## src/shared/apcs_pkg.sv

```systemverilog
// Constants and types for the audio port clock select block
package apcs_pkg;

    // ************************************************************
    // Register map
    // ************************************************************
    localparam int unsigned ADDR_W       = 7;
    localparam int unsigned DATA_W       = 9;
    localparam logic [6:0]  ADDR_CLOCK_SOURCE_SELECT  = 7'h08;
    localparam logic [6:0]  ADDR_PRX_CFG = 7'h09;
    localparam logic [6:0]  ADDR_PTX_CFG = 7'h0a;
    localparam logic [6:0]  ADDR_SEC_CFG = 7'h0b;
    localparam logic [8:0]  RST_CLOCK_SOURCE_SELECT   = 9'h010;
    localparam logic [8:0]  RST_PRX_CFG  = 9'h000;
    localparam logic [8:0]  RST_PTX_CFG  = 9'h0c0;
    localparam logic [8:0]  RST_SEC_CFG  = 9'h0c0;

    // ************************************************************
    // Field positions
    // ************************************************************
    localparam int unsigned BIT_MASTER   = 5;
    localparam int unsigned BIT_MANUAL   = 6;
    localparam int unsigned FLD_REF_LSB  = 6;
    localparam int unsigned FLD_ADC_LSB  = 2;
    localparam logic [1:0]  ADC_ON_MCLK  = 2'h3;

    // ************************************************************
    // Generator timing, in reference edges and bit clock periods
    // ************************************************************
    localparam int unsigned GEN_BCLK_HALF = 2;
    localparam int unsigned GEN_LR_HALF   = 32;

    // ************************************************************
    // Synchroniser slots; reference slots follow reference order
    // ************************************************************
    localparam int unsigned PIN_PRX_BCLK = 0;
    localparam int unsigned PIN_PRX_LR   = 1;
    localparam int unsigned PIN_PTX_BCLK = 2;
    localparam int unsigned PIN_SEC_BCLK = 3;
    localparam int unsigned PIN_SEC_LR   = 4;
    localparam int unsigned PIN_REF_LSB  = 5;
    localparam int unsigned NUM_SYNC     = 9;

    typedef enum logic [1:0] {
        APCS_REF_MCLK = 2'h0,
        APCS_REF_ADC  = 2'h1,
        APCS_REF_PLLA = 2'h2,
        APCS_REF_PLLB = 2'h3
    } apcs_ref_t;

    typedef enum logic [1:0] {
        APCS_ROUTE_OTHER    = 2'h0,
        APCS_ROUTE_SPDIF_RX = 2'h1,
        APCS_ROUTE_SEC_RX   = 2'h2,
        APCS_ROUTE_PRI_RX   = 2'h3
    } apcs_route_t;

    // Primary receive field: both 00 and 11 mean MCLK
    function automatic apcs_ref_t apcs_dec_prx(input logic [1:0] f);
        case (f)
            2'h1:    return APCS_REF_PLLA;
            2'h2:    return APCS_REF_PLLB;
            default: return APCS_REF_MCLK;
        endcase
    endfunction

    // Four-way field: 00 ADC pin, 01 PLL A, 10 PLL B, 11 MCLK
    function automatic apcs_ref_t apcs_dec_full(input logic [1:0] f);
        case (f)
            2'h0:    return APCS_REF_ADC;
            2'h1:    return APCS_REF_PLLA;
            2'h2:    return APCS_REF_PLLB;
            default: return APCS_REF_MCLK;
        endcase
    endfunction

endpackage
```

## src/shared/apcs_gen_if.sv

```systemverilog
// Link between the select logic and one master-mode clock generator
`timescale 1ns/10ps
`default_nettype none
interface apcs_gen_if
    import apcs_pkg::*;
();
    logic       enable;
    logic [3:0] ref_edge;
    apcs_ref_t  sel_req;
    logic       bclk;
    logic       lrclk;
    apcs_ref_t  sel_active;

    modport ctrl (output enable, ref_edge, sel_req, input bclk, lrclk, sel_active);
    modport gen  (input enable, ref_edge, sel_req, output bclk, lrclk, sel_active);
endinterface
`default_nettype wire

```

## src/rtl/apcs_ref_gen.sv

```systemverilog
// Master-mode bit and frame clock generator with safe reference switch
`timescale 1ns/10ps
`default_nettype none
module apcs_ref_gen
    import apcs_pkg::*;
#(
    parameter int unsigned BCLK_HALF = GEN_BCLK_HALF,
    parameter int unsigned LR_HALF   = GEN_LR_HALF
) (
    // Clock and reset
    input  wire logic clock,
    input  wire logic rst,
    // Control side
    apcs_gen_if.gen   gif
);
    localparam int unsigned HW = (BCLK_HALF > 1) ? $clog2(BCLK_HALF) : 1;
    localparam int unsigned LW = (LR_HALF > 1) ? $clog2(LR_HALF) : 1;
    localparam logic [HW-1:0] H_LAST = HW'(BCLK_HALF - 1);
    localparam logic [LW-1:0] L_LAST = LW'(LR_HALF - 1);

    typedef struct packed {
        apcs_ref_t     sel;
        logic          bclk;
        logic          lrclk;
        logic [HW-1:0] hcnt;
        logic [LW-1:0] lcnt;
    } apcs_gen_st_t;

    apcs_gen_st_t q;
    apcs_gen_st_t d;

    always_comb begin
        d = q;
        if (!gif.enable) begin
            d.bclk  = 1'b0;
            d.lrclk = 1'b0;
            d.hcnt  = '0;
            d.lcnt  = '0;
            d.sel   = gif.sel_req;
        end else if (!q.bclk && q.hcnt == '0 && gif.sel_req != q.sel) begin
            // Only at the start of a low phase, so no half period is cut short
            d.sel = gif.sel_req;
        end else if (gif.ref_edge[q.sel]) begin
            if (q.hcnt == H_LAST) begin
                d.hcnt = '0;
                d.bclk = ~q.bclk;
                if (q.bclk) begin
                    if (q.lcnt == L_LAST) begin
                        d.lcnt  = '0;
                        d.lrclk = ~q.lrclk;
                    end else begin
                        d.lcnt = q.lcnt + LW'(1);
                    end
                end
            end else begin
                d.hcnt = q.hcnt + HW'(1);
            end
        end
    end

    always_ff @(posedge clock) begin
        if (rst) begin
            q <= '{sel: APCS_REF_MCLK, bclk: 1'b0, lrclk: 1'b0, hcnt: '0, lcnt: '0};
        end else begin
            q <= d;
        end
    end

    assign gif.bclk       = q.bclk;
    assign gif.lrclk      = q.lrclk;
    assign gif.sel_active = q.sel;
endmodule
`default_nettype wire

```

## src/rtl/apcs_top.sv

```systemverilog
// Clock selection for the primary receive, primary transmit and secondary ports
`timescale 1ns/10ps
`default_nettype none
module apcs_top
    import apcs_pkg::*;
(
    // Clock and reset
    input  wire logic              clock,
    input  wire logic              rst,
    // Register access
    input  wire logic              reg_write,
    input  wire logic              reg_read,
    input  wire logic [ADDR_W-1:0] reg_addr,
    input  wire logic [DATA_W-1:0] reg_wdata,
    output var  logic [DATA_W-1:0] reg_rdata,
    // Routing and receiver state, same clock domain
    input  wire logic              spdif_rx_enabled,
    input  wire apcs_route_t       primary_tx_route,
    input  wire apcs_route_t       secondary_tx_route,
    // Reference clocks
    input  wire logic              main_clock_pin,
    input  wire logic              adc_main_clock_pin,
    input  wire logic              pll_a_output,
    input  wire logic              pll_b_output,
    // Primary receive pins
    input  wire logic              primary_rx_bit_clock_pin_in,
    output var  logic              primary_rx_bit_clock_pin_out,
    output var  logic              primary_rx_bit_clock_pin_oe_n,
    input  wire logic              primary_rx_frame_clock_pin_in,
    output var  logic              primary_rx_frame_clock_pin_out,
    output var  logic              primary_rx_frame_clock_pin_oe_n,
    // Primary transmit pin
    input  wire logic              primary_tx_bit_clock_pin_in,
    output var  logic              primary_tx_bit_clock_pin_out,
    output var  logic              primary_tx_bit_clock_pin_oe_n,
    // Secondary pins
    input  wire logic              secondary_bit_clock_pin_in,
    output var  logic              secondary_bit_clock_pin_out,
    output var  logic              secondary_bit_clock_pin_oe_n,
    input  wire logic              secondary_frame_clock_pin_in,
    output var  logic              secondary_frame_clock_pin_out,
    output var  logic              secondary_frame_clock_pin_oe_n,
    // Selected clocks to the port logic
    output var  logic              prx_bclk,
    output var  logic              prx_lrclk,
    output var  logic              ptx_bclk,
    output var  logic              ptx_lrclk,
    output var  logic              sec_bclk,
    output var  logic              sec_lrclk
);

    // ************************************************************
    // State
    // ************************************************************
    typedef struct packed {
        logic [NUM_SYNC-1:0] sync1;
        logic [NUM_SYNC-1:0] sync2;
        logic [NUM_SYNC-1:0] sync3;
        logic [DATA_W-1:0]   clock_source_select;
        logic [DATA_W-1:0]   prx_cfg;
        logic [DATA_W-1:0]   ptx_cfg;
        logic [DATA_W-1:0]   sec_cfg;
        logic [DATA_W-1:0]   rdata;
        logic                prx_bclk;
        logic                prx_lrclk;
        logic                ptx_bclk;
        logic                ptx_lrclk;
        logic                sec_bclk;
        logic                sec_lrclk;
        logic [4:0]          pin_out;
        logic [4:0]          pin_oe_n;
    } apcs_st_t;

    apcs_st_t q;
    apcs_st_t d;

    logic [NUM_SYNC-1:0] pins_in;
    logic [3:0]          ref_rise;
    logic                manual;
    logic                prx_master;
    logic                ptx_master;
    logic                sec_master;
    logic [1:0]          adc_field;
    apcs_ref_t           adc_src;
    apcs_ref_t           rx_req;
    apcs_ref_t           tx_req;
    apcs_ref_t           sec_req;

    apcs_gen_if gen_rx ();
    apcs_gen_if gen_tx ();
    apcs_gen_if gen_sec ();

    assign pins_in = {pll_b_output, pll_a_output, adc_main_clock_pin, main_clock_pin,
                      secondary_frame_clock_pin_in, secondary_bit_clock_pin_in,
                      primary_tx_bit_clock_pin_in, primary_rx_frame_clock_pin_in,
                      primary_rx_bit_clock_pin_in};

    // Rising edges of the references, seen after the second stage only
    assign ref_rise = q.sync2[PIN_REF_LSB +: 4] & ~q.sync3[PIN_REF_LSB +: 4];

    // ************************************************************
    // Reference selection
    // ************************************************************
    assign manual     = q.clock_source_select[BIT_MANUAL];
    assign prx_master = q.prx_cfg[BIT_MASTER];
    assign ptx_master = q.ptx_cfg[BIT_MASTER];
    assign sec_master = q.sec_cfg[BIT_MASTER];
    assign adc_field  = q.clock_source_select[FLD_ADC_LSB +: 2];

    // ADC source; outside manual mode a PLL pick falls back to its own pin while the PLLs are taken
    always_comb begin
        adc_src = apcs_dec_full(adc_field);
        if (!manual && spdif_rx_enabled && (adc_src == APCS_REF_PLLA || adc_src == APCS_REF_PLLB)) begin
            adc_src = APCS_REF_ADC;
        end
    end

    always_comb begin
        if (!manual && spdif_rx_enabled) begin
            rx_req = APCS_REF_MCLK;
        end else begin
            rx_req = apcs_dec_prx(q.prx_cfg[FLD_REF_LSB +: 2]);
        end
    end

    always_comb begin
        tx_req = apcs_dec_full(q.ptx_cfg[FLD_REF_LSB +: 2]);
        if (!manual) begin
            case (primary_tx_route)
                APCS_ROUTE_SPDIF_RX: tx_req = APCS_REF_PLLA;
                APCS_ROUTE_SEC_RX:   tx_req = adc_src;
                default: begin
                    if (spdif_rx_enabled && (tx_req == APCS_REF_PLLA || tx_req == APCS_REF_PLLB)) begin
                        tx_req = APCS_REF_MCLK;
                    end
                end
            endcase
        end
    end

    always_comb begin
        sec_req = apcs_dec_full(q.sec_cfg[FLD_REF_LSB +: 2]);
        if (!manual) begin
            if (secondary_tx_route == APCS_ROUTE_SPDIF_RX) begin
                sec_req = APCS_REF_PLLA;
            end else if (spdif_rx_enabled && (sec_req == APCS_REF_PLLA || sec_req == APCS_REF_PLLB)) begin
                sec_req = APCS_REF_MCLK;
            end
        end
    end

    // ************************************************************
    // Generators
    // ************************************************************
    assign gen_rx.enable    = prx_master;
    assign gen_rx.ref_edge  = ref_rise;
    assign gen_rx.sel_req   = rx_req;
    assign gen_tx.enable    = ptx_master;
    assign gen_tx.ref_edge  = ref_rise;
    assign gen_tx.sel_req   = tx_req;
    assign gen_sec.enable   = sec_master;
    assign gen_sec.ref_edge = ref_rise;
    assign gen_sec.sel_req  = sec_req;

    apcs_ref_gen u_gen_rx (
        .clock (clock),
        .rst   (rst),
        .gif   (gen_rx)
    );

    apcs_ref_gen u_gen_tx (
        .clock (clock),
        .rst   (rst),
        .gif   (gen_tx)
    );

    apcs_ref_gen u_gen_sec (
        .clock (clock),
        .rst   (rst),
        .gif   (gen_sec)
    );

    // ************************************************************
    // Next state
    // ************************************************************
    always_comb begin
        d       = q;
        d.sync1 = pins_in;
        d.sync2 = q.sync1;
        d.sync3 = q.sync2;

        if (reg_write) begin
            case (reg_addr)
                ADDR_CLOCK_SOURCE_SELECT:  d.clock_source_select  = reg_wdata;
                ADDR_PRX_CFG: d.prx_cfg = reg_wdata;
                ADDR_PTX_CFG: d.ptx_cfg = reg_wdata;
                ADDR_SEC_CFG: d.sec_cfg = reg_wdata;
                default:      d.clock_source_select  = q.clock_source_select;
            endcase
        end

        // Unmapped reads return zero; data holds until the next read
        if (reg_read) begin
            case (reg_addr)
                ADDR_CLOCK_SOURCE_SELECT:  d.rdata = q.clock_source_select;
                ADDR_PRX_CFG: d.rdata = q.prx_cfg;
                ADDR_PTX_CFG: d.rdata = q.ptx_cfg;
                ADDR_SEC_CFG: d.rdata = q.sec_cfg;
                default:      d.rdata = '0;
            endcase
        end

        if (prx_master) begin
            d.prx_bclk  = gen_rx.bclk;
            d.prx_lrclk = gen_rx.lrclk;
        end else begin
            d.prx_bclk  = q.sync2[PIN_PRX_BCLK];
            d.prx_lrclk = q.sync2[PIN_PRX_LR];
        end

        if (ptx_master) begin
            d.ptx_bclk  = gen_tx.bclk;
            d.ptx_lrclk = gen_tx.lrclk;
        end else begin
            d.ptx_bclk  = (adc_field == ADC_ON_MCLK) ? q.sync2[PIN_PRX_BCLK] : q.sync2[PIN_PTX_BCLK];
            d.ptx_lrclk = q.sync2[PIN_PRX_LR];
        end

        // One pair serves both secondary directions
        if (sec_master) begin
            d.sec_bclk  = gen_sec.bclk;
            d.sec_lrclk = gen_sec.lrclk;
        end else begin
            d.sec_bclk  = q.sync2[PIN_SEC_BCLK];
            d.sec_lrclk = q.sync2[PIN_SEC_LR];
        end

        // Pins are driven only by a port in master mode
        d.pin_out  = {gen_sec.lrclk, gen_sec.bclk, gen_tx.bclk, gen_rx.lrclk, gen_rx.bclk};
        d.pin_oe_n = {~sec_master, ~sec_master, ~ptx_master, ~prx_master, ~prx_master};
    end

    always_ff @(posedge clock) begin
        if (rst) begin
            q          <= '0;
            q.clock_source_select   <= RST_CLOCK_SOURCE_SELECT;
            q.prx_cfg  <= RST_PRX_CFG;
            q.ptx_cfg  <= RST_PTX_CFG;
            q.sec_cfg  <= RST_SEC_CFG;
            q.pin_oe_n <= 5'h1f;
        end else begin
            q <= d;
        end
    end

    // ************************************************************
    // Outputs
    // ************************************************************
    assign reg_rdata                       = q.rdata;
    assign prx_bclk                        = q.prx_bclk;
    assign prx_lrclk                       = q.prx_lrclk;
    assign ptx_bclk                        = q.ptx_bclk;
    assign ptx_lrclk                       = q.ptx_lrclk;
    assign sec_bclk                        = q.sec_bclk;
    assign sec_lrclk                       = q.sec_lrclk;
    assign primary_rx_bit_clock_pin_out    = q.pin_out[0];
    assign primary_rx_frame_clock_pin_out  = q.pin_out[1];
    assign primary_tx_bit_clock_pin_out    = q.pin_out[2];
    assign secondary_bit_clock_pin_out     = q.pin_out[3];
    assign secondary_frame_clock_pin_out   = q.pin_out[4];
    assign primary_rx_bit_clock_pin_oe_n   = q.pin_oe_n[0];
    assign primary_rx_frame_clock_pin_oe_n = q.pin_oe_n[1];
    assign primary_tx_bit_clock_pin_oe_n   = q.pin_oe_n[2];
    assign secondary_bit_clock_pin_oe_n    = q.pin_oe_n[3];
    assign secondary_frame_clock_pin_oe_n  = q.pin_oe_n[4];
endmodule
`default_nettype wire

```

## config.mk

```make
export PLATFORM = sky130hd
export DESIGN_NAME = apcs_top
export DESIGN_NICKNAME = d
export VERILOG_FILES = /design/src/shared/apcs_pkg.sv /design/src/shared/apcs_gen_if.sv /design/src/rtl/apcs_ref_gen.sv /design/src/rtl/apcs_top.sv
export SDC_FILE = /design/constraint.sdc
export NUM_CORES = 1
export LEC_CHECK = 0
export BUFFER_PORTS_ARGS = -buffer_cell sky130_fd_sc_hd__buf_2
export CORE_MARGIN = 8
export CORE_UTILIZATION = 50
export DETAILED_ROUTE_END_ITERATION = 10
export GPL_ROUTABILITY_DRIVEN = 0
export PLACE_DENSITY = 0.7
export SLEW_MARGIN = 20
export SYNTH_ARGS = -nofsm -noshare
export SYNTH_HDL_FRONTEND = slang
export SYNTH_SLANG_ARGS = --single-unit
```

## constraint.sdc

```tcl
create_clock -name clock -period 5.6 [get_ports clock]
set_clock_uncertainty 0.2 [all_clocks]
set_input_delay 0.84 -clock clock [delete_from_list [all_inputs] [get_ports clock]]
set_output_delay 0.84 -clock clock [all_outputs]
set_load 0.01 [all_outputs]
```

==> results of run 1 <==
## synthesized netlist by cell type, drive strengths merged (4+ instances only)
master and n:
dfxtp 111, nor2 53, mux2i 47, o21ai 40, nor2b 35, nand2 34, a21oi 32, buf 20
clkbuf 16, ha 16, inv 14, o221ai 9, xor2 7, nand3 6, or3 6, o211ai 4
## worst paths after layout
check                                       from                    endpoint  slack, ns  depth (start not counted)
worst max register to register  d[66]$_SDFF_PP0_  u_gen_rx.q[2]$_SDFFE_PP0P_       3.32                          5
worst max-delay path                 reg_addr[2]          q[52]$_SDFFE_PP0P_       2.52                          6
worst min register to register  d[75]$_SDFF_PP0_            d[66]$_SDFF_PP0_       0.25                          1
worst min-delay path            d[75]$_SDFF_PP0_            d[66]$_SDFF_PP0_       0.25                          1
## cell families after synthesis
group / share of synthesized area (%)
AND/OR/NAND/NOR: 18.0
flip-flops: 46.6
AO/OA/AOI/OAI: 12.8
buffers and inverters: 5.25
multiplexers: 11.3
adder cells (fa/ha/maj): 4.20
XOR/XNOR: 1.84
## where the power goes
group | internal [uW] | switching, uW
Clock | 169 | 279
Combinational | 31.6 | 44.9
Sequential | 801 | 5.03
Total | 1000 | 329
## layer usage
| layer | track usage, % | part of all wire [%] | vias to the layer above |
|---|---|---|---|
| met4 | 6.66 | 1.8 | 0 |
| li1 | - | - | 1801 |
| met5 | 0 | 0 | - |
| met3 | 2.96 | 4.6 | 15 |
| met1 | 20.0 | 48 | 1732 |
| met2 | 25.7 | 45 | 62 |
## area by class of cell
class,count,share of cell area [%]
clock inverters,6,1.03
clock buffers,10,2.45
flip-flops and latches,111,42.6
multi-input cells,340,44.1
inverters,14,1.01
well taps,129,3.10
repair buffers,59,5.71
## registers in the layout (all words and copies together), names as in the netlist, 2 cells and up
signal                    count
adc_field                     2
u_gen_tx.gif.sel_active       2
d                            18
u_gen_rx.gif.sel_active       2
u_gen_sec.q                   6
u_gen_rx.q                    6
u_gen_sec.gif.sel_active      2
q                            34
u_gen_tx.q                    6
reg_rdata                     9
## through the flow
stage	total power (uW)	area (um^2)	worst slack, ns
after detailed placement	901	5030	2.17
after global placement	900	5030	2.22
after CTS	1340	5210	2.55
after global routing	1380	5210	2.37
final	1330	5210	2.52
after floorplan	874	4770	3.05
## critical path, delay by kind of cell
| kind | cells | cell delay [ns] |
|---|---|---|
| simple gates | 4 | 1.88 |
| mux | 1 | 0.28 |
| buf+inv | 1 | 0.11 |
==> results.json, run 1 <==
{
  "status": "complete, no violations",
  "synth_edf_count": 0,
  "syn_area_um2": 4770,
  "worstPathArrival_ns": 3.11,
  "yosysSeqAreaShare_pct": 46.6,
  "grt_pass1_wl_um": 16700,
  "num_antenna_cells": 0,
  "antenna_left": 0,
  "fin_cells": 669,
  "multi_input_area_um2": 2300,
  "final.fill_count": 848,
  "hold_path_class": "flip-flop to flip-flop",
  "clkTransAtPathRegs_ns": 0.11,
  "start_util_pct": 51.6,
  "htree_levels": 3,
  "hold_viol_final": 0,
  "synthArstFlopShare_pct": 0,
  "wl_um": 10000,
  "synth_top_cell_by_area": "dfxtp_1",
  "synth.top_cell.area_share_pct": 46.6,
  "via_count": 3610,
  "coreArea_um2": 9240,
  "antenna_found_initial": 0,
  "maxSlewHeadroom_pct": 39.5,
  "crit_required_ns": 5.63,
  "tritoncts": "done",
  "yosysUniqueCellTypes": 51,
  "ys_warn_count": 0,
  "wire_per_inst_um": 15.0,
  "drc": 0,
  "synth_seq_cells": 111,
  "ioPinCount": 59,
  "dpl.hpwl_um": 6860,
  "num_rows": 35,
  "most-common-layout-cells": "dfxtp_1 (111), buf_2 (58), nor2_1 (52), mux2i_1 (47), o21ai_0 (40)",
  "die_h_um": 114,
  "slew_viol_final": 0,
  "dpl.cell_count": 653,
  "holdBufCountCts": 0,
  "post_cts_buffers": 0,
  "setup_tns_ns": 0,
  "p_leak_uw": 0.00211,
  "grt_pass1_vias": 3461,
  "post_cts_resized": 0,
  "first_pass_iters": 4,
  "tightest_slew_ns": 0.903,
  "clockBufferDepth": 2,
  "die_area_um2": 12900,
  "ys.flop_type": "dfxtp_1",
  "max-cap-violations": 0,
  "ff_latch_area_um2": 2220,
  "fmax_ghz": 0.325,
  "vias_per_cell": 5.40,
  "slowest_stage": "nor3b_2",
  "synthCells": 501,
  "grt_max_degree": 81,
  "start_kind": "primary input",
  "track_usage_pct": 15.8,
  "min_period_ns": 3.08,
  "grt_setup_unrepaired": "no",
  "power_density_nw_per_um2": 255,
  "syn_avg_cell_area_um2": 9.52,
  "worstSetupPathType": "primary input to flip-flop",
  "numCtsBuffers": 9,
  "drtIter0Drc": 171,
  "synthTopCellsByArea": "dfxtp_1 (47%), mux2i_1 (9.9%), nor2b_1 (4.6%)",
  "syn_nets": 551,
  "clock_latency_ns": 0.38,
  "period_share_pct": 55.0,
  "max_stage_delay_ns": 0.85,
  "whs_ns": 0.247,
  "crit_path_end_kind": "flip-flop",
  "final_net_count": 585,
  "setup_viol": 0,
  "crit_path_max_fanout": 20,
  "numPortBuffers": 58,
  "crit_chain": "buf_2, nor4b_4, or3b_1, nor3b_2, mux2i_1, nor2_1",
  "final_util_pct": 56.4,
  "area_delta_synth_final_pct": 9.29,
  "layout_commonest_cell": "dfxtp_1",
  "overflow": 0,
  "fp.dieW_um": 114,
  "root_buffer": "clkbuf_8",
  "drive_gt1_share_pct": 16.3,
  "cts.sinks": 111,
  "peakVddDrop_mv": 0.132
}
Power figures use the tool's default switching activity.
==> run 2, diff against run 1 <==
Settings changed: PLACE_DENSITY 0.7 to 0.73.
Clock period 5.6 ns to 2.7 ns, I/O delays scaled along.
==> run 2 against run 1 <==
Effect of this change:
- flip-flop and latch count is the same
- combinational power grew 110%
- hold slack worse by 0.21 ns
- critical path type is now flip-flop to flip-flop
- sequential share of layout area decreased by 0.44 points
- die area is the same
- critical endpoint is now u_gen_rx.q[2]$_SDFFE_PP0P_
==> results.json, run 2 (synthesis gave the netlist of run 1 again) <==
{
  "vias_per_cell": 5.29,
  "regMostFlops": "q",
  "largest_register_ffs": 34,
  "cts.sinks": 111,
  "most-common-layout-cells": "dfxtp_1 (111), buf_2 (58), nor2_1 (52), mux2i_1 (47), o21ai_0 (40)",
  "crit_path_end_kind": "flip-flop",
  "peakVddDrop_mv": 0.329,
  "status": "complete, no violations",
  "num_antenna_cells": 0,
  "tritoncts": "done",
  "power_density_nw_per_um2": 534,
  "num_rows": 35,
  "post_cts_resized": 0,
  "worstPathArrival_ns": 2.36,
  "area_delta_synth_final_pct": 10.4,
  "ioPinCount": 59,
  "dpl.hpwl_um": 6860,
  "antenna_left": 0,
  "fmax_ghz": 0.443,
  "die_h_um": 114,
  "whs_ns": 0.0370,
  "tightest_slew_ns": 0.626,
  "wire_per_inst_um": 14.4,
  "root_buffer": "clkbuf_8",
  "via_count": 3568,
  "grt_pass1_wl_um": 16600,
  "first_pass_iters": 4,
  "wl_um": 9700,
  "antenna_found_initial": 0,
  "holdBufCountCts": 0,
  "grt_max_degree": 53,
  "numCtsBuffers": 9,
  "track_usage_pct": 15.7,
  "overflow": 0,
  "crit_path_max_fanout": 11,
  "crit_required_ns": 2.80,
  "drtIter0Drc": 250,
  "numPortBuffers": 58,
  "drive_gt1_share_pct": 17.0,
  "p_leak_uw": 0.00214,
  "min_period_ns": 2.26,
  "setup_tns_ns": 0,
  "post_cts_buffers": 0,
  "coreArea_um2": 9240,
  "drc": 0,
  "setup_viol": 0,
  "clkTransAtPathRegs_ns": 0.10,
  "layout_commonest_cell": "dfxtp_1",
  "start_util_pct": 51.6,
  "grt_setup_unrepaired": "no",
  "period_share_pct": 83.6,
  "start_kind": "flip-flop",
  "grt_pass1_vias": 3438,
  "hold_viol_final": 0,
  "die_area_um2": 12900,
  "fp.dieW_um": 114,
  "final_net_count": 591,
  "clockBufferDepth": 2,
  "worstSetupPathType": "flip-flop to flip-flop",
  "slew_viol_final": 0,
  "hold_path_class": "primary input to flip-flop",
  "htree_levels": 3,
  "clock_latency_ns": 0.37,
  "maxSlewHeadroom_pct": 58.3,
  "max-cap-violations": 0
}
## run 2: changes by cell type in the layout (fill, tap and decap cells not counted)
cell,change
clkinvlp_4,+1
bufinv_16,+1
inv_6,-1
clkinv_4,-2
clkinv_2,+1
buf_4,+6
inv_8,-1
clkbuf_1,+1
## run 2: critical path, cell delays in order (launching register included)
cell     delay (ns)
dfxtp_1        0.33
nor2b_1        0.22
mux4_2         0.32
nand3_1        0.28
or4b_2         0.69
a21oi_1        0.15
## run 2: final cells by class
type                    instances  area [um^2]
flip-flops and latches        111         2220
well taps                     129          161
clock buffers                  11          131
multi-input cells             340         2300
inverters                      14         52.6
repair buffers                 65          343
clock inverters                 5         58.8
fillers                       839         3980
## run 2: per-stage QoR
step           instance area (um^2)  setup WS [ns]  util (%)  std cells  total power, uW
2_1_floorplan                  4770          0.583         -        501             1810
5_1_grt                        5270          0.316      57.0        675             2910
4_1_cts                        5270          0.442      57.0        675             2830
3_3_place_gp                   5070          0.485      54.9        659             1870
6_report                       5270          0.443      57.0        675             2810
3_5_place_dp                   5070          0.398      54.9        659             1870
## run 2: power breakdown
group / internal [uW] / switching [uW] / leakage [uW]
clock: 430 / 546 / 0.0000895
sequential: 1660 / 10.5 / 0.000901
combinational: 67.9 / 92.9 / 0.00115
total: 2160 / 649 / 0.00214
## run 2: path summary, 6_finish.rpt
path | slack, ns | depth (start not counted) | to | from
worst max-delay path | 0.44 | 5 | u_gen_rx.q[2]$_SDFFE_PP0P_ | d[66]$_SDFF_PP0_
worst max register to register | 0.44 | 5 | u_gen_rx.q[2]$_SDFFE_PP0P_ | d[66]$_SDFF_PP0_
worst min register to register | 0.25 | 1 | d[61]$_SDFF_PP0_ | d[70]$_SDFF_PP0_
worst min-delay path | 0.04 | 2 | d[76]$_SDFF_PP0_ | adc_main_clock_pin
## run 2: per-layer routing
metal | track usage [%] | up-vias | wire [um]
met5 | 0 | - | 0
met4 | 4.80 | 0 | 105
met3 | 4.17 | 8 | 556
met2 | 24.5 | 74 | 4630
met1 | 20.6 | 1672 | 4410
li1 | - | 1814 | -
==> run 3, diff against run 2 <==
Settings changed: ABC_AREA set to 1.
Clock period 2.7 ns to 1.94 ns, I/O delays scaled along.
==> run 3 against run 2 <==
Effect of this change:
- area after synthesis about the same
- worst setup slack got worse by 0.31 ns
- clock power increased by 36%
- highest routed layer unchanged
- non-clock buffer count increased by 18
- sequential power increased by 39%
- flip-flop and latch count unchanged
- count of clock-buffer cells in the layout unchanged
- combinational power increased by 56%
- via count increased by 17%
- register-to-register slack got worse by 0.31 ns
- sequential share of layout area decreased by 2.1 points
==> results.json, run 3 <==
{
  "wl_um": 10800,
  "synth.top_cell.area_share_pct": 46.6,
  "most-common-layout-cells": "dfxtp_1 (107), inv_1 (90), nand2_1 (76), nor2_1 (73), a21oi_1 (60)",
  "numPortBuffers": 58,
  "fin_cells": 825,
  "layout_setup_ws_ns": 0.135,
  "syn_area_um2": 4770,
  "dpl.cell_count": 796,
  "crit_path_end_kind": "flip-flop",
  "power_frac_comb_pct": 6.5,
  "ioPinCount": 59,
  "r2r_start": "q[31]$_SDFFE_PP1P_",
  "first_pass_iters": 5,
  "peakVddDrop_mv": 0.399,
  "grt_pass1_vias": 4070,
  "yosysSeqAreaShare_pct": 46.6,
  "antenna_left": 0,
  "yosysUniqueCellTypes": 34,
  "track_usage_pct": 17.2,
  "maxSlewHeadroom_pct": 74.7,
  "synthArstFlopShare_pct": 0,
  "synthCells": 622,
  "p_leak_uw": 0.00232,
  "setup_viol": 0,
  "grt_max_degree": 33,
  "drtIter0Drc": 290,
  "worstPathArrival_ns": 1.87,
  "ys.flop_type": "dfxtp_1",
  "finalInstanceArea_um2": 5550,
  "antenna_found_initial": 0,
  "final_net_count": 741,
  "vias_per_cell": 5.06,
  "clockBufferDepth": 2,
  "coreArea_um2": 9240,
  "hold_viol_final": 0,
  "synthTopCellsByArea": "dfxtp_1 (47%), inv_1 (7.2%), a21oi_1 (6.3%)",
  "dpl.hpwl_um": 7950,
  "p_int_uw": 2950,
  "synth_seq_cells": 111,
  "post-place-ws_ns": -0.107,
  "wire_per_inst_um": 13.0,
  "cts.sinks": 111,
  "syn_nets": 672,
  "regMostFlops": "q",
  "clkTransAtPathRegs_ns": 0.10,
  "root_buffer": "clkbuf_8",
  "setup_tns_ns": 0,
  "syn_avg_cell_area_um2": 7.66,
  "tightest_slew_ns": 0.375,
  "whs_ns": 0.0103,
  "drc": 0,
  "start_kind": "flip-flop",
  "fmax_ghz": 0.554,
  "crit_path_max_fanout": 5,
  "die_area_um2": 12900,
  "start_util_pct": 51.6,
  "overflow": 0,
  "slew_viol_final": 0,
  "worstSetupPathType": "flip-flop to flip-flop",
  "num_antenna_cells": 0,
  "clock_latency_ns": 0.37,
  "tritoncts": "done",
  "htree_levels": 3,
  "dpl-instance-area_um2": 5180,
  "area_delta_synth_final_pct": 16.4,
  "min_period_ns": 1.80,
  "yosysMostFrequentCell": "dfxtp_1",
  "swShare_pct": 24.2,
  "drive_gt1_share_pct": 18.1,
  "fp.dieW_um": 114,
  "p_clk_share_pct": 34.1,
  "power_density_nw_per_um2": 702,
  "largest_register_ffs": 34,
  "critPathLaunch": "q[31]$_SDFFE_PP1P_",
  "synth_commonest_cells": "dfxtp_1 (111), inv_1 (92), nand2_1 (78), nor2_1 (78), a21oi_1 (60)",
  "ys_warn_count": 0,
  "seq_power_share_pct": 59.5,
  "synth_top_cell_by_area": "dfxtp_1",
  "die_h_um": 114,
  "crit_required_ns": 2.00,
  "layout_commonest_cell": "dfxtp_1",
  "status": "complete, no violations",
  "switchingPower_uw": 941,
  "num_rows": 35,
  "worstHoldStart": "reg_wdata[4]",
  "numCtsBuffers": 9,
  "via_count": 4178,
  "hold_path_class": "primary input to flip-flop",
  "max-cap-violations": 0,
  "synth_edf_count": 0,
  "grt_pass1_wl_um": 18300,
  "period_share_pct": 93.0
}
run 3: critical path, cell delays in order, from the launching register on:
cell     delay, ns
dfxtp_2       0.35
inv_2         0.04
ha_1          0.19
or2_2         0.31
nand3_2       0.09
xor2_1        0.15
nand2_1       0.08
nand2_2       0.11
nand3_1       0.07
nand2_1       0.06
nor2_1        0.04
run 3: worst paths after layout:
check	to	slack, ns	cells after the start
setup / recovery	u_gen_sec.gif.sel_active[0]$_SDFFE_PP0P_	0.14	10
hold / removal	q[56]$_SDFFE_PP1P_	0.01	3
setup reg to reg	u_gen_sec.gif.sel_active[0]$_SDFFE_PP0P_	0.14	10
hold reg to reg	d[69]$_SDFF_PP0_	0.21	2
run 3: what timing repair did:
item | CTS | global route
hold buffers | 11 | 0
endpoints found under the setup margin | 0 | 18
setup buffers | 0 | 2
hold endpoints to repair | 11 | 0
resized for setup | 0 | 20
run 3: cells by family after synthesis:
group / share of synthesized area [%]
xor gates and xnor gates: 1.10
DFF: 46.6
and+or+nand+nor: 22.1
AOI/OAI and AO/OA: 14.9
buffers and inverters: 11.0
adders and majority gates: 4.20
run 3: metrics by stage:
stage               total power [uW]  util, %
floorplan                       2500        -
global placement                2590     56.0
detailed placement              2600     56.0
CTS                             3920     59.3
global route                    4060     60.0
finish                          3890     60.0
run 3: cell type report:
class / instances / area [um^2]
clock buffers: 11 / 151
flip-flops and latches: 111 / 2230
well taps: 129 / 161
repair buffers: 83 / 531
clock inverters: 5 / 38.8
fillers: 853 / 3690
inverters: 98 / 370
multi-input cells: 388 / 2070
run 3: per-layer routing:
metal  up-vias  routed length, um  global-route usage, %
met2       117               5140                   28.6
met4         0                167                   6.66
met3        14                551                   3.12
met1      1919               4890                   21.6
met5         -                  0                      0
li1       2128                  -                      -
run 3: power by group through the flow:
stage                     sequential (uW)  combinational [uW]  clock [uW]
after detailed placement             2370                 228           0
after global routing                 2320                 283        1450
after global placement               2370                 219           0
after CTS                            2320                 245        1350
final                                2320                 251        1330
after floorplan                      2370                 132           0
